==> config.mk <==
export PLATFORM = sky130hd
export DESIGN_NAME = drwd_decoder
export DESIGN_NICKNAME = d
export VERILOG_FILES = /design/src/logic/drwd_pkg.sv /design/src/logic/drwd_decoder.sv
export SDC_FILE = /design/constraint.sdc
export NUM_CORES = 1
export LEC_CHECK = 0
export BUFFER_PORTS_ARGS = -buffer_cell sky130_fd_sc_hd__buf_2
export CAP_MARGIN = 20
export CORE_MARGIN = 2
export CORE_UTILIZATION = 53
export DETAILED_ROUTE_END_ITERATION = 10
export PLACE_DENSITY = 0.79
export SYNTH_ARGS = -nofsm -noshare
export SYNTH_HDL_FRONTEND = slang
export SYNTH_SLANG_ARGS = --single-unit
export TNS_END_PERCENT = 20
==> constraint.sdc <==
create_clock -name clk -period 3.6 [get_ports clk]
set_input_delay 0.54 -clock clk [delete_from_list [all_inputs] [get_ports clk]]
set_output_delay 0.54 -clock clk [all_outputs]
set_load 0.02 [all_outputs]
==> src/logic/drwd_pkg.sv <==
package drwd_pkg;
  localparam int CLK_HZ  = 40_000_000;
  localparam int SEQ_MS  = 20;
  localparam int SPD_MS  = 6;
  localparam int TRQ_US  = 500;
  localparam int SEQ_CYC = CLK_HZ / 1000 * SEQ_MS;
  localparam int SPD_CYC = CLK_HZ / 1000 * SPD_MS;
  localparam int TRQ_CYC = CLK_HZ / 1000 * TRQ_US / 1000;

  localparam int NWORDS = 6;
  localparam logic [7:0] A_CFG    = 8'h00;
  localparam logic [7:0] A_USE    = 8'h04;
  localparam logic [7:0] A_STAT   = 8'h08;
  localparam logic [7:0] A_REF0   = 8'h10;
  localparam logic [7:0] A_REF5   = 8'h24;
  localparam int CFG_SRC = 0;
  localparam int CFG_VEC = 1;
  localparam int CFG_SZ  = 2;
  localparam logic [2:0] SIZE_RST = 3'h6;
  localparam logic [15:0] LIM_MAX = 16'h0FFF;
  localparam logic [15:0] LIM_MIN = 16'hF001;

  typedef struct packed {
    logic [6:0] rsv_hi;
    logic       elog_clr;
    logic       spd_sel;
    logic       rsv6;
    logic       outer_control_loop;
    logic       rev;
    logic       jog;
    logic       flt_rst;
    logic       stop_ok;
    logic       start;
  } drwd_cw_t;

  typedef struct packed {
    logic run;
    logic jog;
    logic rev;
    logic outer_control_loop;
    logic speed_reg;
    logic fault_reset;
    logic elog_clear;
  } drwd_cmd_t;

  typedef enum logic [1:0] {
    MODE_VHZ    = 2'b00,
    MODE_VEC    = 2'b01,
    MODE_TORQUE = 2'b10
  } drwd_mode_t;
endpackage : drwd_pkg

==> src/logic/drwd_decoder.sv <==
`timescale 1ns/1ps
// Contract
// - Words steer the drive only while control source is the option port.
// - One to six words per transfer; words past the configured size are dropped.
// - Word 0 is always the control word.
// - Words not scheduled stay readable and writable via the reference file.
// - Sequencing bits sampled every 20 ms; edges compare successive samples.
// - Run mode starts only on a rising start bit.
// - Jog mode: start bit is a level, jog while 1, stop at 0.
// - Bit 1 is stop permit: 0 stops, 1 allows running.
// - Rising bit 2 clears latched faults, error log untouched.
// - Bit 3 selects run (0) or jog (1).
// - Bit 4 selects forward (0) or reverse (1).
// - Bit 5 enables the outer control loop.
// - Bit 7 picks torque (0) or speed (1), only in vector control.
// - Rising bit 8 clears the error log, faults untouched.
// - Word 1 full scale 4095, meaning set by regulation mode.
// - Word 2 trim scaled like speed, ignored in torque regulation.
// - Word 3 inertia compensation used only with use flag bit 1.
// - Word 4 clamps speed PI from above when use flag bit 2 set.
// - Word 5 clamps speed PI from below, -4095 full scale.
// - Speed values consumed by speed loop every 6 ms.
// - Torque loop runs every 500 us, reusing each reference.
module drwd_decoder #(
  parameter int SEQ_CYCLES = drwd_pkg::SEQ_CYC,
  parameter int SPD_CYCLES = drwd_pkg::SPD_CYC,
  parameter int TRQ_CYCLES = drwd_pkg::TRQ_CYC
) (
  input  wire logic              clk,
  input  wire logic              rst,
  input  wire logic              sched_valid,
  input  wire logic [2:0]        sched_index,
  input  wire logic [15:0]       sched_data,
  input  wire logic [7:0]        addr,
  input  wire logic [15:0]       wdata,
  input  wire logic              wr,
  input  wire logic              rd,
  output logic [15:0]            rdata,
  output drwd_pkg::drwd_cmd_t    cmd,
  output drwd_pkg::drwd_mode_t   ref_mode,
  output logic [15:0]            speed_ref,
  output logic [15:0]            trim_ref,
  output logic [15:0]            inertia_ref,
  output logic [15:0]            pi_high,
  output logic [15:0]            pi_low,
  output logic [15:0]            torque_ref,
  output logic                   speed_tick,
  output logic                   torque_tick
);

  function automatic logic [23:0] cnt_nxt(input logic [23:0] c, input int lim);
    cnt_nxt = (c >= 24'(lim - 1)) ? 24'h000000 : c + 24'h000001;
  endfunction : cnt_nxt

  function automatic logic [15:0] sat_hi(input logic [15:0] v);
    sat_hi = ($signed(v) > $signed(drwd_pkg::LIM_MAX)) ? drwd_pkg::LIM_MAX : v;
  endfunction : sat_hi

  function automatic logic [15:0] sat_lo(input logic [15:0] v);
    sat_lo = ($signed(v) < $signed(drwd_pkg::LIM_MIN)) ? drwd_pkg::LIM_MIN : v;
  endfunction : sat_lo

  logic [15:0]          ref_mem [0:drwd_pkg::NWORDS-1];
  logic                 src_r;
  logic                 vec_r;
  logic [2:0]           size_r;
  logic [2:0]           use_r;
  logic [15:0]          rdata_r;
  logic [23:0]          seq_cnt_r;
  logic [23:0]          spd_cnt_r;
  logic [23:0]          trq_cnt_r;
  drwd_pkg::drwd_cw_t   samp_r;
  drwd_pkg::drwd_cmd_t  cmd_r;
  drwd_pkg::drwd_mode_t mode_r;
  logic [15:0]          spd_r;
  logic [15:0]          trim_r;
  logic [15:0]          iner_r;
  logic [15:0]          hi_r;
  logic [15:0]          lo_r;
  logic [15:0]          trq_r;
  logic                 spd_tick_r;
  logic                 trq_tick_r;

  // Decoding
  drwd_pkg::drwd_cw_t cw;
  wire logic          seq_tick;
  wire logic          spd_due;
  wire logic          trq_due;
  wire logic          start_rise;
  wire logic          flt_rise;
  wire logic          elog_rise;
  wire logic          sched_ok;
  wire logic          ref_hit;
  wire logic [2:0]    ref_idx;
  wire logic          bus_ok;
  wire logic [2:0]    wsize;
  wire logic [15:0]   stat_word;
  wire logic [15:0]   cfg_word;
  wire logic          spd_sel_eff;
  logic [15:0]        rd_mux;

  assign cw          = drwd_pkg::drwd_cw_t'(ref_mem[0]);
  assign seq_tick    = (seq_cnt_r == 24'(SEQ_CYCLES - 1));
  assign spd_due     = (spd_cnt_r == 24'(SPD_CYCLES - 1));
  assign trq_due     = (trq_cnt_r == 24'(TRQ_CYCLES - 1));
  // Edges against the previous 20 ms sample, not the live word
  assign start_rise  = cw.start & ~samp_r.start;
  assign flt_rise    = cw.flt_rst & ~samp_r.flt_rst;
  assign elog_rise   = cw.elog_clr & ~samp_r.elog_clr;
  assign sched_ok    = sched_valid && (sched_index < size_r);
  assign ref_hit     = (addr >= drwd_pkg::A_REF0) && (addr <= drwd_pkg::A_REF5)
                       && (addr[1:0] == 2'b00);
  assign ref_idx     = 3'((addr - drwd_pkg::A_REF0) >> 2);
  // Scheduled words belong to the network; the rest to the file
  assign bus_ok      = wr && ref_hit && (ref_idx >= size_r);
  assign wsize       = wdata[drwd_pkg::CFG_SZ +: 3];
  assign spd_sel_eff = vec_r ? cw.spd_sel : 1'b1;
  assign cfg_word    = {11'h000, size_r, vec_r, src_r};
  assign stat_word   = {9'h000, cmd_r};

  always_comb begin
    rd_mux = 16'h0000;
    if (addr == drwd_pkg::A_CFG) begin
      rd_mux = cfg_word;
    end else if (addr == drwd_pkg::A_USE) begin
      rd_mux = {13'h0000, use_r};
    end else if (addr == drwd_pkg::A_STAT) begin
      rd_mux = stat_word;
    end else if (ref_hit) begin
      rd_mux = ref_mem[ref_idx];
    end
  end

  // Register bus
  always_ff @(posedge clk) begin
    if (rst) begin
      src_r  <= 1'b0;
      vec_r  <= 1'b0;
      size_r <= drwd_pkg::SIZE_RST;
      use_r  <= 3'h0;
    end else if (wr && addr == drwd_pkg::A_CFG) begin
      src_r <= wdata[drwd_pkg::CFG_SRC];
      vec_r <= wdata[drwd_pkg::CFG_VEC];
      // Out of range sizes are pinned to 1..6
      if (wsize == 3'h0) begin
        size_r <= 3'h1;
      end else if (wsize > 3'h6) begin
        size_r <= 3'h6;
      end else begin
        size_r <= wsize;
      end
    end else if (wr && addr == drwd_pkg::A_USE) begin
      use_r <= wdata[2:0];
    end
  end

  always_ff @(posedge clk) begin
    if (rst) begin
      rdata_r <= 16'h0000;
    end else begin
      rdata_r <= rd ? rd_mux : 16'h0000;
    end
  end

  // Reference file
  always_ff @(posedge clk) begin
    if (rst) begin
      for (int i = 0; i < drwd_pkg::NWORDS; i++) begin
        ref_mem[i] <= 16'h0000;
      end
    end else begin
      if (sched_ok) begin
        ref_mem[sched_index] <= sched_data;
      end
      if (bus_ok) begin
        ref_mem[ref_idx] <= wdata;
      end
    end
  end

  // Loop rate dividers
  always_ff @(posedge clk) begin
    if (rst) begin
      seq_cnt_r <= 24'h000000;
      spd_cnt_r <= 24'h000000;
      trq_cnt_r <= 24'h000000;
    end else begin
      seq_cnt_r <= cnt_nxt(seq_cnt_r, SEQ_CYCLES);
      spd_cnt_r <= cnt_nxt(spd_cnt_r, SPD_CYCLES);
      trq_cnt_r <= cnt_nxt(trq_cnt_r, TRQ_CYCLES);
    end
  end

  // Sequencing, evaluated only at the 20 ms sample
  always_ff @(posedge clk) begin
    if (rst) begin
      samp_r <= '0;
      cmd_r  <= '0;
    end else if (!src_r) begin
      samp_r <= '0;
      cmd_r  <= '0;
    end else if (seq_tick) begin
      samp_r            <= cw;
      cmd_r.jog         <= cw.jog;
      cmd_r.rev         <= cw.rev;
      cmd_r.outer_control_loop         <= cw.outer_control_loop;
      cmd_r.speed_reg   <= spd_sel_eff;
      cmd_r.fault_reset <= flt_rise;
      cmd_r.elog_clear  <= elog_rise;
      if (!cw.stop_ok) begin
        cmd_r.run <= 1'b0;
      end else if (cw.jog) begin
        cmd_r.run <= cw.start;
      end else if (start_rise) begin
        cmd_r.run <= 1'b1;
      end else if (samp_r.jog) begin
        cmd_r.run <= 1'b0;
      end
    end else begin
      cmd_r.fault_reset <= 1'b0;
      cmd_r.elog_clear  <= 1'b0;
    end
  end

  // Reference consumption at the loop rates
  always_ff @(posedge clk) begin
    if (rst || !src_r) begin
      mode_r     <= drwd_pkg::MODE_VHZ;
      spd_r      <= 16'h0000;
      trim_r     <= 16'h0000;
      iner_r     <= 16'h0000;
      hi_r       <= drwd_pkg::LIM_MAX;
      lo_r       <= drwd_pkg::LIM_MIN;
      trq_r      <= 16'h0000;
      spd_tick_r <= 1'b0;
      trq_tick_r <= 1'b0;
    end else begin
      mode_r     <= !vec_r ? drwd_pkg::MODE_VHZ :
                    cmd_r.speed_reg ? drwd_pkg::MODE_VEC : drwd_pkg::MODE_TORQUE;
      spd_tick_r <= spd_due && cmd_r.speed_reg;
      trq_tick_r <= trq_due && !cmd_r.speed_reg;
      if (!cmd_r.speed_reg) begin
        trim_r <= 16'h0000;
      end
      if (spd_due && cmd_r.speed_reg) begin
        spd_r  <= ref_mem[1];
        trim_r <= ref_mem[2];
        iner_r <= use_r[1] ? ref_mem[3] : 16'h0000;
        hi_r   <= use_r[2] ? sat_hi(ref_mem[4]) : drwd_pkg::LIM_MAX;
        lo_r   <= use_r[2] ? sat_lo(ref_mem[5]) : drwd_pkg::LIM_MIN;
      end
      // Same value may be taken several times between network updates
      if (trq_due && !cmd_r.speed_reg) begin
        trq_r <= ref_mem[1];
      end
    end
  end

  assign rdata       = rdata_r;
  assign cmd         = cmd_r;
  assign ref_mode    = mode_r;
  assign speed_ref   = spd_r;
  assign trim_ref    = trim_r;
  assign inertia_ref = iner_r;
  assign pi_high     = hi_r;
  assign pi_low      = lo_r;
  assign torque_ref  = trq_r;
  assign speed_tick  = spd_tick_r;
  assign torque_tick = trq_tick_r;

  chk_src_gate: assert property (@(posedge clk) disable iff (rst)
    !src_r |=> !cmd_r.run && !cmd_r.jog && !cmd_r.fault_reset)
    else $error("commands active without option port source");

  chk_run_edge: assert property (@(posedge clk) disable iff (rst)
    src_r && seq_tick && cw.stop_ok && !cw.jog && !samp_r.jog && !start_rise
      && !cmd_r.run |=> !cmd_r.run)
    else $error("run started without rising start bit");

  chk_run_start: assert property (@(posedge clk) disable iff (rst)
    src_r && seq_tick && cw.stop_ok && !cw.jog && start_rise |=> cmd_r.run)
    else $error("rising start bit did not start drive");

  chk_jog_level: assert property (@(posedge clk) disable iff (rst)
    src_r && seq_tick && cw.jog && cw.stop_ok |=> cmd_r.run == $past(cw.start))
    else $error("jog does not follow start level");

  chk_stop_permit: assert property (@(posedge clk) disable iff (rst)
    src_r && seq_tick && !cw.stop_ok |=> !cmd_r.run)
    else $error("drive running with stop permit low");

  chk_fault_pulse: assert property (@(posedge clk) disable iff (rst)
    cmd_r.fault_reset |=> !cmd_r.fault_reset ##1 !cmd_r.fault_reset)
    else $error("fault reset longer than one cycle");

  chk_elog_edge: assert property (@(posedge clk) disable iff (rst)
    src_r && seq_tick && elog_rise |=> cmd_r.elog_clear && !$past(cmd_r.elog_clear))
    else $error("error log clear missing after rising bit");

  chk_trim_torque: assert property (@(posedge clk) disable iff (rst)
    !cmd_r.speed_reg && src_r |=> trim_r == 16'h0000)
    else $error("trim used in torque regulation");

  chk_hi_clamp: assert property (@(posedge clk) disable iff (rst)
    $signed(hi_r) <= $signed(drwd_pkg::LIM_MAX) && $signed(lo_r) >= $signed(drwd_pkg::LIM_MIN))
    else $error("PI limits outside full scale");

  chk_trq_take: assert property (@(posedge clk) disable iff (rst)
    src_r && trq_due && !cmd_r.speed_reg |=> trq_r == $past(ref_mem[1]) ##1 trq_tick_r == 1'b0)
    else $error("torque reference not taken at loop tick");

  chk_mode_sel: assert property (@(posedge clk) disable iff (rst)
    src_r && seq_tick |=> cmd_r.jog == $past(cw.jog))
    else $error("run or jog mode not taken from control word");

  chk_dir_sel: assert property (@(posedge clk) disable iff (rst)
    src_r && seq_tick |=> cmd_r.rev == $past(cw.rev))
    else $error("direction not taken from control word");

  chk_ocl_sel: assert property (@(posedge clk) disable iff (rst)
    src_r && seq_tick |=> cmd_r.outer_control_loop == $past(cw.outer_control_loop))
    else $error("outer loop enable not taken from control word");

  chk_reg_sel: assert property (@(posedge clk) disable iff (rst)
    src_r && seq_tick |=> cmd_r.speed_reg == (!$past(vec_r) || $past(cw.spd_sel)))
    else $error("regulation select wrong for control type");

  chk_seq_hold: assert property (@(posedge clk) disable iff (rst)
    src_r && !seq_tick |=> $stable(cmd_r.run) && $stable(cmd_r.jog) && $stable(samp_r))
    else $error("sequencing changed between samples");

  chk_jog_exit: assert property (@(posedge clk) disable iff (rst)
    src_r && seq_tick && cw.stop_ok && !cw.jog && samp_r.jog && !start_rise |=> !cmd_r.run)
    else $error("drive kept running after leaving jog");

  chk_flt_only: assert property (@(posedge clk) disable iff (rst)
    src_r && seq_tick && flt_rise && !elog_rise |=> cmd_r.fault_reset && !cmd_r.elog_clear)
    else $error("fault reset missing or touched error log");

  chk_elog_only: assert property (@(posedge clk) disable iff (rst)
    src_r && seq_tick && elog_rise && !flt_rise |=> cmd_r.elog_clear && !cmd_r.fault_reset)
    else $error("error log clear missing or touched faults");

  chk_size_range: assert property (@(posedge clk) disable iff (rst)
    size_r != 3'h0 && size_r <= 3'h6)
    else $error("configured word count outside one to six");

  chk_file_guard: assert property (@(posedge clk) disable iff (rst)
    wr && ref_hit && ref_idx < size_r && !(sched_ok && sched_index == ref_idx)
      |=> ref_mem[$past(ref_idx)] == $past(ref_mem[ref_idx]))
    else $error("scheduled word overwritten from reference file");

  chk_file_write: assert property (@(posedge clk) disable iff (rst)
    bus_ok |=> ref_mem[$past(ref_idx)] == $past(wdata))
    else $error("reference file write lost");

  chk_file_read: assert property (@(posedge clk) disable iff (rst)
    rd && ref_hit |=> rdata_r == $past(ref_mem[ref_idx]))
    else $error("reference file read returned wrong word");

  chk_iner_gate: assert property (@(posedge clk) disable iff (rst)
    src_r && spd_due && cmd_r.speed_reg && !use_r[1] |=> iner_r == 16'h0000)
    else $error("inertia compensation used with flag clear");

  chk_hi_take: assert property (@(posedge clk) disable iff (rst)
    src_r && spd_due && cmd_r.speed_reg && use_r[2]
      && $signed(ref_mem[4]) <= $signed(drwd_pkg::LIM_MAX) |=> hi_r == $past(ref_mem[4]))
    else $error("PI high limit not taken from word 4");

  chk_lo_sat: assert property (@(posedge clk) disable iff (rst)
    src_r && spd_due && cmd_r.speed_reg && use_r[2]
      && $signed(ref_mem[5]) < $signed(drwd_pkg::LIM_MIN) |=> lo_r == drwd_pkg::LIM_MIN)
    else $error("PI low limit not pinned to full scale");

  chk_spd_take: assert property (@(posedge clk) disable iff (rst)
    src_r && spd_due && cmd_r.speed_reg |=> spd_r == $past(ref_mem[1]) && spd_tick_r)
    else $error("speed reference not taken at loop tick");

endmodule : drwd_decoder

# Word level (Yosys, flattened, before mapping)
# Memories as Yosys holds them, arrays and structs flattened.
# Cells that the tools add are included.
[totals]
register_bits = 206
mem_bits_rw = 96
inputBits = 48
output_inout_bits = 123
memories = 1
[mem_list]
columns = ["memory", "words", "word_bits", "read_ports", "rd_ports_with_merged_regs", "write_ports", "line", "rtl"]
rows = [
  ["ref_mem", 6, 16, 7, 0, 6, "drwd_decoder.sv:63", "logic [15:0] ref_mem [0:drwd_pkg::NWORDS-1];"],
]
[op_classes]
addsub = 4
order_cmp = 10
n_eq_ne = 7
muxes = 33
bitwise_logic = 12
reduce_logical = 28
[ops]
columns = ["cell", "count"]
rows = [
  ["16-bit 2-to-1 mux", 9],
  ["24-bit by 1-bit adder with 24-bit output (second input constant)", 3],
  ["16-bit OR reduction", 2],
  ["24-bit by 15-bit equality test with 1-bit output (second input constant)", 1],
  ["24-bit by 18-bit equality test with 1-bit output (second input constant)", 1],
  ["24-bit by 20-bit equality test with 1-bit output (second input constant)", 1],
  ["24-bit by 15-bit greater-or-equal comparator with 1-bit output (second input constant)", 1],
  ["24-bit by 18-bit greater-or-equal comparator with 1-bit output (second input constant)", 1],
  ["24-bit by 20-bit greater-or-equal comparator with 1-bit output (second input constant)", 1],
  ["16-bit by 13-bit > comparator with 1-bit output (second input constant)", 1],
  ["16-bit by 13-bit less-than comparator with 1-bit output (second input constant)", 1],
  ["1-bit 2-to-1 mux", 15],
  ["7-bit 2-to-1 mux", 2],
  ["3-bit 2-to-1 mux", 4],
  ["2-bit OR reduction", 6],
  ["5-bit 2-to-1 mux", 2],
  ["1-bit logical AND", 9],
  ["1-bit inverter", 9],
  ["8-bit by 3-bit equality test with 1-bit output (second input constant)", 1],
  ["8-bit by 4-bit equality test with 1-bit output (second input constant)", 1],
  ["8-bit by 5-bit greater-or-equal comparator with 1-bit output (second input constant)", 1],
  ["8-bit by 6-bit <= comparator with 1-bit output (second input constant)", 1],
  ["8-bit logical NOT", 1],
  ["6-bit OR reduction", 1],
  ["15 further kinds", 19],
]

# Longest topological paths before layout
# Gate-level depths: netlist of run 1.
[depth]
depth_word = 10
mapped_depth = 10

# Least setup slack after synthesis of run 1
# No wires, ideal clock.
[synth_timing]
path_type = "in2reg"
from = "input port sched_index[2]"
to = "memory ref_mem[6][0], enable pin"
arrival_ps = 3118
required_ps = 3187
path_slack_ps = 69
cell_stages = 6
n_path_buf = 2
path_cell_list = "ha_1 and2_1 a2111oi_2 buf_2 buf_2 nor3b_1"
[synth_rtl]
columns = ["element", "line", "rtl"]
rows = [
  ["start: declaration", "drwd_decoder.sv:32", "input wire logic [2:0] sched_index,"],
  ["end: declaration", "drwd_decoder.sv:63", ""],
]

# Worst setup path after layout of run 1
[layout_timing]
from = "register cmd_r, in the netlist cmd[2]"
to = "register trq_r[15], in the netlist torque_ref[15] (read register of ref_mem)"
[layout_via]
elab_chain_cells = 2
[layout_rtl]
columns = ["element", "line", "rtl"]
rows = [
  ["start: declaration", "drwd_decoder.sv:73", "drwd_pkg::drwd_cmd_t cmd_r;"],
  ["1-bit logical NOT", "drwd_decoder.sv:253", "if (trq_due && !cmd_r.speed_reg) begin"],
  ["1-bit logical AND", "drwd_decoder.sv:253", ""],
  ["end: declaration", "drwd_decoder.sv:80", "logic [15:0] trq_r;"],
]
# No other way between the ends.
# A chain may end at the register's enable or synchronous reset.

==> results.toml, run 1 <==
[power_and_ir_drop]
power_leakage_uw = 0.00678
ir_worst_vdd_v = 0.000345
powerDensity_nw_per_um2 = 463

[clocking]
h-tree-depth = 2
post_cts_buffers = 0
cts_tree = "done"
cts_resized = 0
clk_latency_ps = 520
clock-root-buffer = "clkbuf_16"
clkSinkCount = 334
clk_pin_slew_ps = 60
clock_path_buffers = 3
cts_hold_buf = 0
numCtsBuffers = 37

[yosys]
syn_area_um2 = 15400
ys.flop_type = "dfxtp_1"
ys_async_sr_fraction = 0
synth-seq-cells = 334
ys_top_cells_by_count = "dfxtp_1 (206), edfxtp_1 (128), a21oi_1 (122), nand3_1 (112), mux2i_1 (99)"
synth-edff-count = 128
synth_area_leaders = "dfxtp_1 (27%), edfxtp_1 (25%), mux2i_1 (6.4%), mux4_2 (4.7%), a21oi_1 (4.0%)"
synth_top_cell_by_area = "dfxtp_1"
synth_cell_types = 65
synth.most_common_cell = "dfxtp_1"
synth_warnings = 0
netlist_instances = 1473
syn_area_per_cell_um2 = 10.4
synth_seq_area_share = 0.518
synth_top_area_frac = 0.268

[setup_path]
required_ps = 3990
start_kind = "flip-flop"
cp_cell_sequence = "or4_4 -> or4_1 -> o21ai_0 -> a21oi_1"
worstSetupPathType = "flip-flop to flip-flop"
cp_slowest_stage_delay_ps = 750
crit_path_end_kind = "flip-flop"
crit_arrival_ps = 3030
crit_path_top_delay_cell = "or4_1"
critPathMaxFanout = 17

[sta]
tightest_slew_ps = 1000
fin_worst_skew_ps = 8.92
rsz0062_at_grt = "false"
max_freq_mhz = 378
hold_violations = 0
max-slew-margin-rel = 0.329
slew_violations = 0
tns_ps = 0
timing.final.crit_period_ps = 2650
finalSetupViolCount = 0
fin_crit_sh = 0.735

[floorplan]
die_h_um = 174
start_util = 0.537
die-area_um2 = 30400
fp.dieW_um = 174
io_pins = 171
core_um2 = 28600
rows = 62

[routing]
wl_um = 47100
wl_per_cell_um = 23.2
drcViolationCount = 0
drtAntennaViolNets = 0
drt_iter0_markers = 1733
firstDrtPassIters = 6
via_per_inst = 6.34
vias = 12900

[final_layout]
antennaDiodeCount = 0
final_net_count = 1673
final_cell_area_um2 = 17800
area_growth_pct = 15.9
drive_above_1_share = 0.205
fillCellCount = 2266

[place]
gp_congestion = 0.962
post-dp-hpwl_um = 32600
postPlaceCellArea_um2 = 16600
port_buffers = 170

[global_routing]
grt_pass1_vias = 12200
grt_pass1_wl_um = 71300
track_usage = 0.303
antenna_found_initial = 0
grt_max_degree = 88
grt_remaining_overflow = 0

[run]
cap_violations = 0

[worst_hold_path]
hp-class = "primary input to flip-flop"

[status]
outcome = "finished clean"
## routing by layer
metal  global-route usage  vias to the layer above  wire (um)
li1                     -                     5734          -
met1                0.415                     6116      18400
met2                0.457                      845      20700
met3               0.0733                      172       5660
met4                0.135                        0       2440
met5                    0                        -          0
## critical path, delay by kind of cell, from the launching register on
| family | cells | cell delay (ps) |
|---|---|---|
| simple gates | 2 | 1430 |
| compound gates | 2 | 460 |
| flops | 1 | 610 |
## registers in the layout, summed over array words and instances (netlist names), 7 cells and up
signal       flops
spd_cnt_r       24
ref_mem        128
trim_ref        16
pi_low          16
pi_high         16
torque_ref      16
speed_ref       16
rdata           16
seq_cnt_r       24
trq_cnt_r       24
cmd              7
inertia_ref     16
## per-stage QoR
stage | setup slack (ps) | cells | hold WS (ps) | power, uW | utilization
finish | 952 | 2029 | 337 | 8260 | 0.623
floorplan | 69.3 | 1491 | 413 | 4320 | -
global route | 741 | 2029 | 344 | 8450 | 0.623
global placement | 893 | 1961 | 426 | 4500 | 0.580
CTS | 1000 | 2029 | 326 | 8260 | 0.623
detailed placement | 862 | 1961 | 440 | 4510 | 0.580
## cell families (layout without fill, tap and decap cells)
family                   Yosys count  in the layout  synth area share
XOR/XNOR                          31             31            0.0176
adder cells (fa/ha/maj)            9              9           0.00732
other                              1             19          0.000244
multiplexers                     149            149             0.125
flip-flops                       334            334             0.518
AND/OR/NAND/NOR                  535            535             0.195
buffers and inverters            151            305            0.0430
AO/OA/AOI/OAI                    263            263            0.0941
## layout make-up
class                           instances  area, um^2  area share
Clock buffer                           54        1100      0.0618
Clock inverter                         14         138     0.00772
Inverter                               31         116     0.00653
Multi-Input combinational cell       1006        6870       0.385
Sequential cell                       334        7970       0.447
Tap cell                              384         480      0.0269
Timing Repair Buffer                  206        1160      0.0650
## report_power, final
group          switching, uW  internal (uW)
logic                    247            138
registers               77.9           3990
clock network           1530           2280
## path summary, 6_finish.rpt
path,slack [ps],end,start,cells after the start
hold / removal,340,src_r$_SDFFE_PP0P_,wdata[0],3
setup reg to reg,950,torque_ref[15]$_SDFFE_PP0P_,cmd[2]$_SDFFE_PP0P_,4
hold reg to reg,450,spd_cnt_r[0]$_SDFF_PP0_,spd_cnt_r[0]$_SDFF_PP0_,1
setup / recovery,950,torque_ref[15]$_SDFFE_PP0P_,cmd[2]$_SDFFE_PP0P_,4
## placed cells by master (no fill, tap or decap), types with 10 or more instances in the layout
master,count
dfxtp_1,206
buf_2,170
edfxtp_1,128
a21oi_1,122
nand3_1,111
mux2i_1,99
o21ai_0,88
nand2_1,83
nand4_1,72
nor2_1,58
or3_1,41
clkbuf_16,39
and2_1,36
buf_4,33
mux4_2,32
inv_1,30
nor2b_1,27
nor3_1,23
nor4_1,21
conb_1,19
xnor2_1,17
mux2_2,16
xor2_1,14
and4_1,13
o21ai_1,10
(Power assumes the default switching activity.)
==> run 2, diff against run 1 <==
clock period = 2.1 ns   (was 3.6 ns; I/O delays follow)
==> run 2 against run 1 <==
  * Critical endpoint is now pi_low[9]$_SDFFE_PP0P_
  * Final area up 7.4%
  * Register-to-register slack worse by 1000 ps
  * Highest routed layer unchanged
  * Worst hold slack got worse by 220 ps
  * Global-route usage increased by 1.1 points
  * The run now ends with negative setup slack left
  * Sequential cell count stayed put
  * Cell count increased by 4.3%
==> results.toml, run 2 (same netlist as run 1, synthesis figures left out) <==
[place]
post-dp-hpwl_um = 34000
gp_congestion = 0.988
port_buffers = 170
postPlaceCellArea_um2 = 17500
dp_slack_ps = -356
placedCellCount = 2039

[sta]
fin_worst_skew_ps = 12.8
fin_crit_sh = 1.02
hold_violations = 0
setup_slack_ps = -45.5
tightest_slew_ps = 918
max-slew-margin-rel = 0.386
rsz0062_at_grt = "true"
timing.final.crit_period_ps = 2150
slew_violations = 0
finalSetupViolCount = 10
max_freq_mhz = 466

[setup_path]
required_ps = 2560
crit_path_end_kind = "flip-flop"
cp_slowest_stage_delay_ps = 420
critPathBufInv = 1
cpLargestDelayFamily = "simple AND/OR/NAND/NOR gates"
start_kind = "flip-flop"
crit_path_top_delay_cell = "edfxtp_1"
worstSetupPathType = "flip-flop to flip-flop"
cp_cell_sequence = "nor4_4 -> nand3_1 -> nand2_2 -> ha_4 -> nor2b_4 -> buf_6 -> nand2_1 -> or3_1 -> a21oi_1"
critPathMaxFanout = 6
crit_arrival_ps = 2610

[clocking]
numCtsBuffers = 36
h-tree-depth = 2
clkSinkCount = 334
cts_tree = "done"
clk_latency_ps = 530
clock_path_buffers = 3
clk_pin_slew_ps = 60
clock-root-buffer = "clkbuf_16"
cts_hold_buf = 0

[floorplan]
io_pins = 171
start_util = 0.537
fp.dieW_um = 174
core_um2 = 28600
rows = 62
die_h_um = 174
die-area_um2 = 30400

[routing]
drcViolationCount = 0
drtAntennaViolNets = 0
via_per_inst = 6.41
firstDrtPassIters = 6
wl_per_cell_um = 23.3
drt_iter0_markers = 2172
vias = 13600
wl_um = 49400

[power_and_ir_drop]
power_leakage_uw = 0.00740
powerDensity_nw_per_um2 = 778
ir_worst_vdd_v = 0.000680

[global_routing]
grt_pass1_wl_um = 74300
track_usage = 0.314
antenna_found_initial = 0
grt_pass1_vias = 12900
grt_max_degree = 82
grt_remaining_overflow = 0

[final_layout]
largest_register_ffs = 128
layout.cells.non_filler = 2116
final_common_cell = "dfxtp_1"
final_core_util = 0.669
drive_above_1_share = 0.269
top_register = "ref_mem"
final_cell_area_um2 = 19200
final_net_count = 1761
area_growth_pct = 24.5
mostFrequentLayoutCells = "dfxtp_1 (202), buf_2 (170), edfxtp_1 (128)"

[status]
violations = "negative setup slack"
outcome = "finished with violations"

[run]
cap_violations = 0

[worst_hold_path]
hp-class = "primary input to flip-flop"
## run 2: cell types whose count changed in the layout (fill, tap and decap cells not counted), moves of 5 or more
cell and change:
buf_4 +67, buf_12 +13, nand2_1 -7, a21oi_1 -6
a21oi_2 +6, buf_6 +5, clkbuf_16 +5, ha_1 -5
## run 2: worst paths after layout
check	startpoint	slack (ps)	end	depth (start not counted)
max	ref_mem[5][4]$_DFFE_PP_	-50	pi_low[9]$_SDFFE_PP0P_	9
min reg2reg	trq_cnt_r[0]$_SDFF_PP0_	440	trq_cnt_r[0]$_SDFF_PP0_	1
min	wdata[14]	110	ref_mem[5][14]$_DFFE_PP_	2
max reg2reg	ref_mem[5][4]$_DFFE_PP_	-50	pi_low[9]$_SDFFE_PP0P_	9
## run 2: what timing repair did
item | 4_1_cts | 5_1_grt
resized for setup | 16 | 22
endpoints found under the hold margin | 0 | 0
setup endpoints to repair | 72 | 125
pin swaps | 15 | 7
gates cloned | 1 | 4
setup buffers | 2 | 5
## run 2: power breakdown
part	internal, uW	total (uW)	switching, uW
Sequential	6840	6950	109
Combinational	340	842	502
Clock	4460	7110	2650
## run 2: layer usage
metal / global-route usage / share of wire / up-vias
li1: - / - / 5922
met1: 0.418 / 0.37 / 6452
met2: 0.478 / 0.44 / 1009
met4: 0.146 / 0.053 / 0
met5: 0 / 0 / -
met3: 0.0844 / 0.13 / 182
## run 2: through the flow
stage,hold slack [ps],total power [uW],setup TNS [ps]
6_report,113,14900,-225
5_1_grt,117,15200,-1860
4_1_cts,103,14800,-116
3_5_place_dp,441,7830,-10660
3_3_place_gp,427,7810,-7470
2_1_floorplan,413,7440,-11380
## run 2: area by class of cell
class                   count  area (um^2)
multi-input cells        1006         7150
inverters                  31          126
clock inverters            13          228
well taps                 384          480
repair buffers            295         2080
clock buffers              52         1120
diodes                      1         2.50
flip-flops and latches    334         7970
fillers                  2052         9470
==> run 3, diff against run 2 <==
CORE_UTILIZATION = 60   (was 53)
PLACE_DENSITY = 0.84   (was 0.79)
SLEW_MARGIN = 25   (was not set)
clock period = 2.7 ns   (was 2.1 ns; I/O delays follow)
==> run 3 against run 2 <==
  * The flow now finishes without violations
  * Core utilization increased by 4.6 points
  * Via count fell by 2.2%
  * Clock skew grew 8.2 ps
  * Critical endpoint is now pi_low[5]$_SDFFE_PP0P_
==> results.toml, run 3 (same netlist as run 1, synthesis figures left out) <==
[sta]
rsz0062_at_grt = "false"
fin_crit_sh = 0.961
max_freq_mhz = 385
hold_violations = 0
fin_worst_skew_ps = 21.1
slew_violations = 0
timing.final.crit_period_ps = 2600
hold_slack_ps = 180
tns_ps = 0
tightest_slew_ps = 1090
max-slew-margin-rel = 0.270
finalSetupViolCount = 0

[final_layout]
largest_register_ffs = 128
top_register = "ref_mem"
area_growth_pct = 17.1
fillCellCount = 1735
drive_above_1_share = 0.221
final_common_cell = "dfxtp_1"
mostFrequentLayoutCells = "dfxtp_1 (206), buf_2 (170), edfxtp_1 (128)"
final_net_count = 1693
final_cell_area_um2 = 18000

[setup_path]
cp_slowest_stage_delay_ps = 500
cp_cell_sequence = "nor4_2 -> nand3_1 -> nand2_1 -> ha_1 -> nor2b_1 -> buf_4 -> nand2_1 -> or3_1 -> a21oi_1"
reg2reg_depth = 9
critPathMaxFanout = 15
rr_startpoint = "ref_mem[5][2]$_DFFE_PP_"
crit_path_end_kind = "flip-flop"
crit_path_top_delay_cell = "edfxtp_1"
start_kind = "flip-flop"
path_common_cell = "nand2_1"
worstSetupPathType = "flip-flop to flip-flop"
worstSetupStartpoint = "ref_mem[5][2]$_DFFE_PP_"
required_ps = 3150
crit_arrival_ps = 3050

[power_and_ir_drop]
swShare = 0.229
p_int_uw = 8460
power_frac_clock = 0.456
ir_worst_vdd_v = 0.000500
power_leakage_uw = 0.00691
total_power_uw = 11000
powerDensity_nw_per_um2 = 609
p_comb_frac = 0.050
switching_power_uw = 2510
seqPwrFrac = 0.494

[global_routing]
grt_remaining_overflow = 0
grt_pass1_wl_um = 72200
grt_pass1_vias = 12500
grt_max_degree = 81
antenna_found_initial = 1
track_usage = 0.352

[place]
post-dp-hpwl_um = 32500
gp_congestion = 0.946
postPlaceCellArea_um2 = 16800
port_buffers = 170

[clocking]
clk_latency_ps = 540
cts_tree = "done"
post_cts_buffers = 0
h-tree-depth = 2
clock-root-buffer = "clkbuf_16"
numCtsBuffers = 35
clock_path_buffers = 3
clkSinkCount = 334
clk_pin_slew_ps = 60
cts_hold_buf = 0

[worst_hold_path]
hp-class = "primary input to flip-flop"
worstHoldPathCells = 2
min_from = "wdata[10]"

[floorplan]
rows = 58
fp.dieW_um = 164
io_pins = 171
die-area_um2 = 26900
die_h_um = 164
start_util = 0.611
core_um2 = 25200

[run]
cap_violations = 0

[routing]
wl_um = 47700
via_per_inst = 6.65
drt_iter0_markers = 2028
wl_per_cell_um = 23.9
drcViolationCount = 0
drtAntennaViolNets = 0
firstDrtPassIters = 6
vias = 13300

[status]
outcome = "finished clean"
==> run 3: cell types whose count changed in the layout (fill, tap and decap cells not counted), moves of 5 or more <==
cell and delta:
buf_12 -7, a21oi_2 -6, a21oi_1 +6, clkbuf_16 -8, buf_6 -5, buf_4 -51, ha_1 +5
==> run 3: area by class of cell <==
cell class	count	area, um^2	share of cell area
clock buffer	49	1050	0.0583
timing repair buffer	228	1400	0.0776
antenna	2	5.00	0.000278
multi-input combinational	1006	6910	0.383
clock inverter	14	161	0.00896
tap	330	413	0.0229
sequential	334	7970	0.442
inverter	31	116	0.00646
==> run 3: power by group through the flow <==
stage / logic (uW) / clock network [uW] / registers, uW
3_3_place_gp: 513 / 0 / 5510
2_1_floorplan: 309 / 0 / 5460
4_1_cts: 529 / 5010 / 5410
5_1_grt: 569 / 5210 / 5410
3_5_place_dp: 521 / 0 / 5510
6_report: 551 / 5000 / 5420
==> run 3: repair_timing <==
item                                   4_1_cts  5_1_grt
gates resized for setup                      0        1
endpoints found under the hold margin        0        0
setup endpoints to repair                    0       12
==> run 3: through the flow <==
step	setup slack, ps	utilization	std cells
floorplan	-29.2	-	1491
global placement	130	0.667	1929
detailed placement	91.8	0.667	1929
CTS	43.6	0.715	1992
global route	11.4	0.715	1992
finish	105	0.716	1994
==> run 3: worst paths after layout <==
check                                           endpoint  slack [ps]
worst min-delay path            ref_mem[5][10]$_DFFE_PP_         180
worst min register to register   spd_cnt_r[0]$_SDFF_PP0_         450
worst max register to register    pi_low[5]$_SDFFE_PP0P_         100
worst max-delay path              pi_low[5]$_SDFFE_PP0P_         100
==> run 3: critical path, delay by kind of cell (launching register included) <==
| family | cells | cell delay [ps] |
|---|---|---|
| AND/OR/NAND/NOR | 6 | 1410 |
| AO/OA/AOI/OAI | 1 | 160 |
| adder cells (fa/ha/maj) | 1 | 240 |
| flip-flops | 1 | 500 |
| buffers and inverters | 1 | 210 |
==> run 3: layer usage <==
layer	routed length, um	vias to the layer above	global-route usage
li1	-	5777	-
met1	17500	6228	0.473
met3	6360	233	0.0909
met4	3090	2	0.195
met5	19	-	0
met2	20800	1024	0.522
